## src/hdl/omp_regs.svh

```systemverilog
`ifndef OMP_REGS_SVH
`define OMP_REGS_SVH
`define OMP_IDX_MODE 2'h0
`define OMP_IDX_PULL 2'h1
`define OMP_MOD_HI 7
`define OMP_MOD_LO 5
`define OMP_INTERNAL_VISIBILITY_BIT 3
`define OMP_EMK_BIT 1
`define OMP_EME_BIT 0
`define OMP_PK_BIT 7
`define OMP_PE_BIT 4
`define OMP_PB_BIT 1
`define OMP_PA_BIT 0
`define OMP_M_SSC 3'h0
`define OMP_M_EMN 3'h1
`define OMP_M_STST 3'h2
`define OMP_M_EMW 3'h3
`define OMP_M_NSC 3'h4
`define OMP_M_NXN 3'h5
`define OMP_M_PER 3'h6
`define OMP_M_NXW 3'h7
`define OMP_PULL_RST 4'h0
`define OMP_PE_RST_MASK 8'h60
`define OMP_PE_CTL_MASK 8'h9F
`define OMP_STRAP_CYC 2'h3
`endif

```

## src/hdl/omp_pkg.sv

```systemverilog
package omp_pkg;
  typedef enum logic [2:0] {
    OMP_ST_INIT = 3'h1,
    OMP_ST_IDLE = 3'h2,
    OMP_ST_ACK = 3'h4
  } omp_state_t;
endpackage

```

## src/hdl/omp_ctrl.sv

```systemverilog
`timescale 1ns/1ps
`default_nettype none
`include "omp_regs.svh"
module omp_ctrl
  import omp_pkg::*;
(
  input wire logic clk,
  input wire logic rstn,
  input wire logic [1:0] address,
  input wire logic read,
  input wire logic write,
  input wire logic [31:0] writedata,
  input wire logic [3:0] byteenable,
  output logic [31:0] readdata,
  output logic waitrequest,
  input wire logic [2:0] mode_strap,
  input wire logic secure_pin,
  input wire logic [7:0] dir_a,
  input wire logic [7:0] dir_b,
  input wire logic [7:0] dir_e,
  input wire logic [7:0] dir_k,
  output logic [2:0] mode_o,
  output logic internal_visibility_o,
  output logic port_k_mapped_o,
  output logic port_e_mapped_o,
  output logic ext_echo_o,
  output logic [7:0] pull_a_o,
  output logic [7:0] pull_b_o,
  output logic [7:0] pull_e_o,
  output logic [7:0] pull_k_o
);

  function automatic logic f_emul(input logic [2:0] m);
    f_emul = (m == `OMP_M_EMN) || (m == `OMP_M_EMW);
  endfunction

  function automatic logic f_special(input logic [2:0] m);
    f_special = (m == `OMP_M_SSC) || (m == `OMP_M_STST) || (m == `OMP_M_PER);
  endfunction

  function automatic logic f_single(input logic [2:0] m);
    f_single = (m == `OMP_M_SSC) || (m == `OMP_M_NSC);
  endfunction

  function automatic logic f_mapped(input logic [2:0] m);
    f_mapped = !m[0] && (m != `OMP_M_PER);
  endfunction

  omp_state_t state_r;
  logic [2:0] strap_s1_r, strap_s2_r, strap_s3_r;
  logic sec_s1_r, sec_s2_r, sec_s3_r, secure_r;
  logic [1:0] cnt_r;
  logic [2:0] mode_r;
  logic internal_visibility_r, emk_r, eme_r;
  logic mod_once_r, internal_visibility_once_r, emk_once_r;
  logic pend_v_r;
  logic [2:0] pend_mode_r;
  logic pend_internal_visibility_r, pend_emk_r, pend_eme_r;
  logic [3:0] pull_r;
  logic wait_r, echo_r;
  logic [31:0] rdata_r;
  logic [7:0] pa_r, pb_r, pe_r, pk_r;
  logic idle_req, ack_wr, in_map, lane0;
  logic [2:0] mod_w, mode_nxt;
  logic mod_ok, internal_visibility_ok, emk_ok, eme_ok;
  logic wr_mode, wr_pull;

  assign idle_req = (state_r == OMP_ST_IDLE) && (read || write);
  assign ack_wr = (state_r == OMP_ST_ACK) && write;
  assign lane0 = byteenable[0];
  assign mod_w = writedata[`OMP_MOD_HI:`OMP_MOD_LO];
  // Registers leave the map in expanded and peripheral modes.
  assign in_map = f_mapped(mode_r);
  assign wr_mode = ack_wr && lane0 && in_map && (address == `OMP_IDX_MODE);
  assign wr_pull = ack_wr && lane0 && in_map && (address == `OMP_IDX_PULL);

  // Strap and secure inputs pass three flops before use.
  always_ff @(posedge clk or negedge rstn) begin
    if (!rstn) begin
      strap_s1_r <= 3'h0;
      strap_s2_r <= 3'h0;
      strap_s3_r <= 3'h0;
      sec_s1_r <= 1'h0;
      sec_s2_r <= 1'h0;
      sec_s3_r <= 1'h0;
    end else begin
      strap_s1_r <= mode_strap;
      strap_s2_r <= strap_s1_r;
      strap_s3_r <= strap_s2_r;
      sec_s1_r <= secure_pin;
      sec_s2_r <= sec_s1_r;
      sec_s3_r <= sec_s2_r;
    end
  end

  always_ff @(posedge clk or negedge rstn) begin
    if (!rstn) begin
      secure_r <= 1'h0;
    end else if (sec_s2_r == sec_s3_r) begin
      secure_r <= sec_s3_r;
    end
  end

  // Bus handshake: one wait cycle, then one cycle with waitrequest low.
  always_ff @(posedge clk or negedge rstn) begin
    if (!rstn) begin
      state_r <= OMP_ST_INIT;
      cnt_r <= 2'h0;
      wait_r <= 1'h1;
    end else begin
      case (state_r)
        OMP_ST_INIT: begin
          if (cnt_r != `OMP_STRAP_CYC) begin
            cnt_r <= cnt_r + 2'h1;
          end else if (strap_s2_r == strap_s3_r) begin
            state_r <= OMP_ST_IDLE;
          end
        end
        OMP_ST_IDLE: begin
          if (read || write) begin
            state_r <= OMP_ST_ACK;
            wait_r <= 1'h0;
          end
        end
        OMP_ST_ACK: begin
          state_r <= OMP_ST_IDLE;
          wait_r <= 1'h1;
        end
        default: begin
          state_r <= OMP_ST_INIT;
          wait_r <= 1'h1;
        end
      endcase
    end
  end

  // Read data and echo flag are captured when a request is taken.
  always_ff @(posedge clk or negedge rstn) begin
    if (!rstn) begin
      rdata_r <= 32'h0;
      echo_r <= 1'h0;
    end else if (idle_req) begin
      rdata_r <= 32'h0;
      echo_r <= !in_map;
      if (in_map && read && address == `OMP_IDX_MODE) begin
        rdata_r[`OMP_MOD_HI:`OMP_MOD_LO] <= mode_r;
        rdata_r[`OMP_INTERNAL_VISIBILITY_BIT] <= internal_visibility_r;
        rdata_r[`OMP_EMK_BIT] <= emk_r;
        rdata_r[`OMP_EME_BIT] <= eme_r;
      end else if (in_map && read && address == `OMP_IDX_PULL) begin
        rdata_r[`OMP_PK_BIT] <= pull_r[3];
        rdata_r[`OMP_PE_BIT] <= pull_r[2];
        rdata_r[`OMP_PB_BIT] <= pull_r[1];
        rdata_r[`OMP_PA_BIT] <= pull_r[0];
      end
    end else begin
      echo_r <= 1'h0;
    end
  end

  // Write permission of each mode register field.
  always_comb begin
    mod_ok = 1'h0;
    mode_nxt = mode_r;
    if (secure_r || mode_r[0]) begin
      mod_ok = 1'h0;
    end else if (!mode_r[2]) begin
      mod_ok = (mod_w != `OMP_M_PER);
      mode_nxt = mod_w;
    end else if (mode_r == `OMP_M_NSC) begin
      mode_nxt = {1'h1, mod_w[1:0]};
      mod_ok = !mod_once_r && mod_w[0];
    end
    internal_visibility_ok = f_special(mode_r) || (!f_emul(mode_r) && !internal_visibility_once_r);
    emk_ok = f_special(mode_r) || (!f_emul(mode_r) && !emk_once_r);
    eme_ok = f_special(mode_r);
  end

  // Accepted fields wait one cycle before they reach the register.
  always_ff @(posedge clk or negedge rstn) begin
    if (!rstn) begin
      pend_v_r <= 1'h0;
      pend_mode_r <= 3'h0;
      pend_internal_visibility_r <= 1'h0;
      pend_emk_r <= 1'h0;
      pend_eme_r <= 1'h0;
    end else begin
      pend_v_r <= wr_mode;
      if (wr_mode) begin
        pend_mode_r <= mod_ok ? mode_nxt : mode_r;
        pend_internal_visibility_r <= internal_visibility_ok ? writedata[`OMP_INTERNAL_VISIBILITY_BIT] : internal_visibility_r;
        pend_emk_r <= emk_ok ? writedata[`OMP_EMK_BIT] : emk_r;
        pend_eme_r <= eme_ok ? writedata[`OMP_EME_BIT] : eme_r;
      end
    end
  end

  // Mode register: loaded from the strap, then from pending writes.
  always_ff @(posedge clk or negedge rstn) begin
    if (!rstn) begin
      mode_r <= `OMP_M_SSC;
      internal_visibility_r <= 1'h0;
      emk_r <= 1'h0;
      eme_r <= 1'h0;
    end else if (state_r == OMP_ST_INIT) begin
      if (cnt_r == `OMP_STRAP_CYC && strap_s2_r == strap_s3_r) begin
        mode_r <= strap_s3_r;
        internal_visibility_r <= f_emul(strap_s3_r) || (strap_s3_r == `OMP_M_STST);
        emk_r <= f_emul(strap_s3_r);
        eme_r <= f_emul(strap_s3_r);
      end
    end else if (pend_v_r) begin
      mode_r <= pend_mode_r;
      internal_visibility_r <= pend_internal_visibility_r;
      emk_r <= pend_emk_r;
      eme_r <= pend_eme_r;
    end
  end

  // Hidden write-once flags, cleared only by reset.
  always_ff @(posedge clk or negedge rstn) begin
    if (!rstn) begin
      mod_once_r <= 1'h0;
      internal_visibility_once_r <= 1'h0;
      emk_once_r <= 1'h0;
    end else if (wr_mode) begin
      if (mod_ok && mode_r == `OMP_M_NSC) begin
        mod_once_r <= 1'h1;
      end
      if (internal_visibility_ok && !f_special(mode_r)) begin
        internal_visibility_once_r <= 1'h1;
      end
      if (emk_ok && !f_special(mode_r)) begin
        emk_once_r <= 1'h1;
      end
    end
  end

  always_ff @(posedge clk or negedge rstn) begin
    if (!rstn) begin
      pull_r <= `OMP_PULL_RST;
    end else if (wr_pull) begin
      pull_r[3] <= writedata[`OMP_PK_BIT];
      pull_r[2] <= writedata[`OMP_PE_BIT];
      pull_r[1] <= writedata[`OMP_PB_BIT];
      pull_r[0] <= writedata[`OMP_PA_BIT];
    end
  end

  // Pulls act per port and only on pins that are inputs, except port E pins 6:5, which are pulled during reset.
  always_ff @(posedge clk or negedge rstn) begin
    if (!rstn) begin
      pa_r <= 8'h0;
      pb_r <= 8'h0;
      pk_r <= 8'h0;
      pe_r <= `OMP_PE_RST_MASK;
    end else begin
      pa_r <= pull_r[0] ? ~dir_a : 8'h0;
      pb_r <= pull_r[1] ? ~dir_b : 8'h0;
      pk_r <= pull_r[3] ? ~dir_k : 8'h0;
      pe_r <= pull_r[2] ? (~dir_e & `OMP_PE_CTL_MASK) : 8'h0;
    end
  end

  logic [2:0] mode_q_r;
  logic internal_visibility_q_r, pk_map_r, pe_map_r;

  always_ff @(posedge clk or negedge rstn) begin
    if (!rstn) begin
      mode_q_r <= `OMP_M_SSC;
      internal_visibility_q_r <= 1'h0;
      pk_map_r <= 1'h1;
      pe_map_r <= 1'h1;
    end else begin
      mode_q_r <= mode_r;
      internal_visibility_q_r <= internal_visibility_r;
      pk_map_r <= f_single(mode_r) ||
        (mode_r != `OMP_M_PER && !(emk_r && mode_r[0]));
      pe_map_r <= f_single(mode_r) ||
        !(eme_r && (mode_r[0] || mode_r == `OMP_M_PER));
    end
  end

  assign readdata = rdata_r;
  assign waitrequest = wait_r;
  assign ext_echo_o = echo_r;
  assign mode_o = mode_q_r;
  assign internal_visibility_o = internal_visibility_q_r;
  assign port_k_mapped_o = pk_map_r;
  assign port_e_mapped_o = pe_map_r;
  assign pull_a_o = pa_r;
  assign pull_b_o = pb_r;
  assign pull_e_o = pe_r;
  assign pull_k_o = pk_r;
endmodule // omp_ctrl
`default_nettype wire

```

## config.mk

```make
export PLATFORM = sky130hd
export DESIGN_NAME = omp_ctrl
export DESIGN_NICKNAME = d
export VERILOG_FILES = /design/src/hdl/omp_pkg.sv /design/src/hdl/omp_ctrl.sv
export VERILOG_INCLUDE_DIRS = /design/src /design/src/hdl
export SDC_FILE = /design/constraint.sdc
export NUM_CORES = 1
export LEC_CHECK = 0
export ABC_CLOCK_PERIOD_IN_PS = 2400
export BUFFER_PORTS_ARGS = -buffer_cell sky130_fd_sc_hd__clkbuf_2
export CORE_MARGIN = 5
export CORE_UTILIZATION = 46
export DETAILED_ROUTE_END_ITERATION = 12
export PLACE_DENSITY = 0.78
export SYNTH_ARGS = -nofsm -noshare
export SYNTH_HDL_FRONTEND = slang
export SYNTH_SLANG_ARGS = --single-unit
```

## constraint.sdc

```tcl
create_clock -name clk -period 2.4 [get_ports clk]
set_input_delay 0.48 -clock clk [delete_from_list [all_inputs] [get_ports clk]]
set_output_delay 0.48 -clock clk [all_outputs]
set_load 0.02 [all_outputs]
```

==> flow_summary.ini, run 1 <==
[worst_setup_path]
r2r_cells = 3
arrival_ns = 2.28
regToRegStartpoint = state_r[0]
start_kind = register
crit_start = state_r[0]
cp.required_ns = 2.64
crit_fanout = 9
endpoint_kind = register
path_class = reg2reg

[pwr]
ir_drop_v = 0.000298
cellLeakagePower_nw = 2.12
p_per_area_nw_per_um2 = 826
p_clk_frac = 0.309
p_seq_frac = 0.495
intPower_mw = 2.32
switching_share = 0.314
combPwrFrac = 0.196
switching_power_mw = 1.06

[logic_synthesis]
yosysWarnings = 0
ys_seq_area_frac = 0.624
yosysTopAreaCellShare = 0.585
async_flop_share = 1.00
synthDistinctLibCells = 48
synth.most_common_cell = dfrtp_1
syn_area_um2 = 3380
synth_area_leader_cell = dfrtp_1
netlist_instances = 267
synth_area_leaders = dfrtp_1, nor2b_1, buf_4, dfstp_2, mux2_2
avgSynthCellArea_um2 = 12.7
synthTopCellsByCount = dfrtp_1, nor2b_1, buf_4, nand2_1, nor2_1
synth_edf_count = 0
synth_top_flop_cell = dfrtp_1
ys_ff_latch = 84

[final_layout]
multiInputGateArea_um2 = 1110
num-fill-cells = 608
regArea_um2 = 2110
syn_to_final_growth_pct = 21.3
final_cells = 473
drive_gt1_frac = 0.374
nNetsFinal = 448
antenna_cells = 0

[cts]
insertion_delay_ns = 0.36
cts.repair.resized = 0
path_clk_slew_ns = 0.10
cts-htree-levels = 3
cts_buffer_depth = 2
clkSinkCount = 84
root_buffer = clkbuf_8
holdBufCountCts = 0
cts_tree = done
cts_setup_buffers = 0
numCtsBuffers = 9

[timing]
fin_crit_sh = 0.848
fin_skew_ns = 0.0139
tightest_slew_ns = 0.565
hold_violations = 0
setup_viol = 0
setup_ws_ns = 0.366
fin_hold_ws_ns = 0.100
slew_viol_final = 0
tns_ns = 0
achievable-frequency_mhz = 492
rsz0062_at_grt = false
relSlewSlack = 0.623
finalCriticalPeriod_ns = 2.03

[detailed_routing]
drc = 0
first_pass_iters = 4
via_count = 2236
drtIter0Drc = 78
wl_um = 6870
post_drt_wl_per_cell_um = 14.5
vias_per_cell = 4.73
antenna_left = 0

[global_route]
grtUsageTotal = 0.155
grt_pass1_wl_um = 10800
grt_overflow_total = 0
antenna_found_initial = 0
grt_pass1_vias = 2243
grt_max_degree = 44

[die]
io-pin-count = 150
dieArea_um2 = 9160
rows = 31
die_h_um = 95.7
start_util = 0.468
fp.dieW_um = 95.7
core_area_um2 = 7210

[worst_hold_path]
hold_path.class = in2async

[place]
dp.final_hpwl_um = 5140
pre_cts_slack_ns = 0.359
port_buffers = 94
dp.cells = 457
gp_congestion = 0.776

[run_status]
status = finished, final reports clean

[run]
maxCapViolations = 0
==> state kept, by name (all words and copies together) (netlist names), 2 cells and up <==
signal / count
pull_b_o: 8
cnt_r: 2
mode_o: 3
state_r: 3
strap_s2_r: 3
pull_a_o: 8
pull_r: 4
readdata: 7
pull_k_o: 8
pend_mode_r: 3
strap_s1_r: 3
pull_e_o: 7
mode_r: 3
strap_s3_r: 3
==> cells by family after synthesis <==
group | Yosys count | synth area share
AND/OR/NAND/NOR | 86 | 0.151
multiplexers | 20 | 0.0637
other | 1 | 0.00111
adder cells (fa/ha/maj) | 2 | 0.00666
flip-flops | 84 | 0.624
XOR/XNOR | 4 | 0.0104
buffers and inverters | 39 | 0.0755
AO/OA/AOI/OAI | 31 | 0.0681
==> power by group through the flow <==
stage,registers (mW),logic [mW],clock network (mW)
after floorplan,1.73,0.439,0
after CTS,1.68,0.674,1.06
after global routing,1.70,0.736,1.13
after global placement,1.70,0.652,0
final,1.68,0.665,1.05
after detailed placement,1.71,0.671,0
==> critical path, stage by stage, from the launching register on <==
cell	delay, ns
dfstp_2	0.63
or3b_1	0.43
o31ai_4	0.47
mux2_2	0.40
==> layout by cell type, fill, tap and decap left out, types with 2 or more instances in the layout <==
cell type,n
a21oi_1,8
buf_4,6
clkbuf_2,93
clkbuf_8,9
conb_1,26
dfrtp_1,79
dfstp_2,5
inv_1,5
inv_6,2
mux2_1,4
mux2_2,8
mux2i_1,8
nand2_1,18
nand2b_1,6
nor2_1,11
nor2b_1,32
nor3_1,2
nor3b_1,3
o211ai_1,2
o21ai_0,7
o21ai_1,4
or4b_4,2
xnor2_1,3
==> stage by stage <==
| step | instance area [um^2] | util | total power, mW |
|---|---|---|---|
| 4_1_cts | 4100 | 0.568 | 3.41 |
| 5_1_grt | 4100 | 0.568 | 3.56 |
| 2_1_floorplan | 3470 | - | 2.17 |
| 6_report | 4100 | 0.568 | 3.39 |
| 3_3_place_gp | 3890 | 0.539 | 2.35 |
| 3_5_place_dp | 3890 | 0.539 | 2.38 |
==> path summary, 6_finish.rpt <==
check	slack, ns	end
worst max-delay path	0.37	mode_r[0]
worst min-delay path	0.10	pull_a_o[7]
worst max register to register	0.37	mode_r[0]
worst min register to register	0.35	strap_s2_r[1]
max in group asynchronous	1.61	pull_e_o[6]
min in group clk	0.22	sec_s1_r
==> metal layers <==
layer | routed length [um] | track usage | vias to the layer above
met3 | 664 | 0.0524 | 12
met5 | 0 | 0 | -
li1 | - | - | 1045
met4 | 91 | 0.0498 | 0
met2 | 3250 | 0.261 | 97
met1 | 2870 | 0.188 | 1082
==> cell type report <==
cell class | instances | share of cell area
sequential | 84 | 0.514
multi-input combinational | 169 | 0.271
timing repair buffer | 100 | 0.129
clock buffer | 9 | 0.0302
tap | 99 | 0.0302
clock inverter | 7 | 0.0208
inverter | 5 | 0.00458
Note: power is estimated with default switching activity, not from simulation.
==> run 2: changes to the inputs <==
ABC_CLOCK_PERIOD_IN_PS = 2100   (was 2400)
clock period = 2.1 ns   (was 2.4 ns; I/O delays follow)
==> run 2 against run 1 <==
Effect of this change:
- final cell count rose by 0.42%
- maximum frequency grew 1.7%
- register-to-register slack worse by 0.27 ns
- critical endpoint is now internal_visibility_r
- first-iteration DRC count is 38% lower
==> flow_summary.ini, run 2 (synthesized netlist as in run 1, its figures left out) <==
[run_status]
status = finished, final reports clean

[worst_setup_path]
crit_fanout = 9
start_kind = register
arrival_ns = 2.24
r2r_end = internal_visibility_r
slowest_stage = dfstp_2
regToRegStartpoint = state_r[0]
slowest_delay_ns = 0.61
r2r_cells = 3
endpoint_kind = register
r2r_setup_slack_ns = 0.1
cp.required_ns = 2.34
crit_chain = or3b_1 > o31ai_4 > mux2_2
path_class = reg2reg

[pwr]
p_clk_frac = 0.304
switching_share = 0.301
switching_power_mw = 1.16
p_seq_frac = 0.491
combPwrFrac = 0.205
p_per_area_nw_per_um2 = 937
cellLeakagePower_nw = 2.13
ir_drop_v = 0.000359
intPower_mw = 2.69

[cts]
cts_tree = done
cts_buffer_depth = 2
root_buffer = clkbuf_8
insertion_delay_ns = 0.35
cts.repair.resized = 0
path_clk_slew_ns = 0.09
holdBufCountCts = 0
cts_setup_buffers = 0
numCtsBuffers = 9
clkSinkCount = 84
cts-htree-levels = 3

[global_route]
grt-busiest-layer = met2
grt_max_degree = 37
use_met1 = 0.181
grt_overflow_total = 0
met3_usage = 0.0453
grtUsageTotal = 0.143
grt_pass1_vias = 2084
antenna_found_initial = 0
met2_usage = 0.239
grt_pass1_wl_um = 10000

[final_layout]
final_cell_mix = clkbuf_2, dfrtp_1, nor2b_1
antenna_cells = 0
nNetsFinal = 450
stdcell_area_um2 = 4110
drive_gt1_frac = 0.378
final_util = 0.570
layout_commonest_cell = clkbuf_2
syn_to_final_growth_pct = 21.7

[place]
place_area_um2 = 3910
gp_congestion = 0.777
pre_cts_slack_ns = 0.0823
dp.final_hpwl_um = 4940
port_buffers = 94

[die]
io-pin-count = 150
dieArea_um2 = 9160
fp.dieW_um = 95.7
die_h_um = 95.7
core_area_um2 = 7210
start_util = 0.468
rows = 31

[detailed_routing]
post_drt_wl_per_cell_um = 13.8
vias_per_cell = 4.59
drc = 0
via_count = 2181
antenna_left = 0
wl_um = 6570
first_pass_iters = 4
drtIter0Drc = 48

[timing]
tns_ns = 0
hold_violations = 0
fin_skew_ns = 0.0128
fin_crit_sh = 0.952
setup_ws_ns = 0.0999
rsz0062_at_grt = false
finalCriticalPeriod_ns = 2.00
achievable-frequency_mhz = 500
setup_viol = 0
slew_viol_final = 0
fin_hold_ws_ns = 0.0133

[worst_hold_path]
hold_path.class = in2async

[run]
maxCapViolations = 0
==> run 2: cell count changes in the layout (fill, tap and decap cells not counted) <==
cell,delta
buf_4,+2
clkbuf_8,+1
clkinv_8,-1
==> run 2: area by class of cell <==
cell class | count | area, um^2
multi-input combinational | 169 | 1110
sequential | 84 | 2110
inverter | 5 | 18.8
fill | 628 | 3100
tap | 99 | 124
clock inverter | 6 | 68.8
clock buffer | 10 | 138
timing repair buffer | 102 | 546
==> run 2: worst max path at each step <==
stage,endpoint,slack [ns],start
after global placement,mode_r[0],0.12,state_r[0]
final,internal_visibility_r,0.1,state_r[0]
after global routing,mode_r[0],0.05,state_r[0]
after floorplan,mode_r[0],0.16,state_r[0]
after detailed placement,emk_r,0.08,state_r[0]
after CTS,emk_r,0.09,state_r[0]
==> run 2: stage by stage <==
step | power (mW) | instances
final | 3.85 | 475
after detailed placement | 2.72 | 459
after CTS | 3.89 | 475
after global placement | 2.69 | 459
after floorplan | 2.48 | 292
after global routing | 4.06 | 475
==> run 2: power groups by stage <==
stage	clock network [mW]	registers (mW)	logic, mW
3_3_place_gp	0	1.92	0.775
3_5_place_dp	0	1.93	0.795
2_1_floorplan	0	1.98	0.502
6_report	1.17	1.89	0.791
5_1_grt	1.27	1.91	0.874
4_1_cts	1.20	1.89	0.798
==> run 2: critical path: cells and delay by family, from the launching register on <==
family          cells  cell delay (ns)
compound gates      1             0.47
simple gates        1             0.43
flops               1             0.61
mux                 1             0.39
==> run 2: routing by layer <==
| metal | routed length [um] | part of all wire |
|---|---|---|
| met1 | 2750 | 0.42 |
| met2 | 3110 | 0.47 |
| met3 | 665 | 0.10 |
| met4 | 46 | 0.0070 |
| met5 | 0 | 0 |
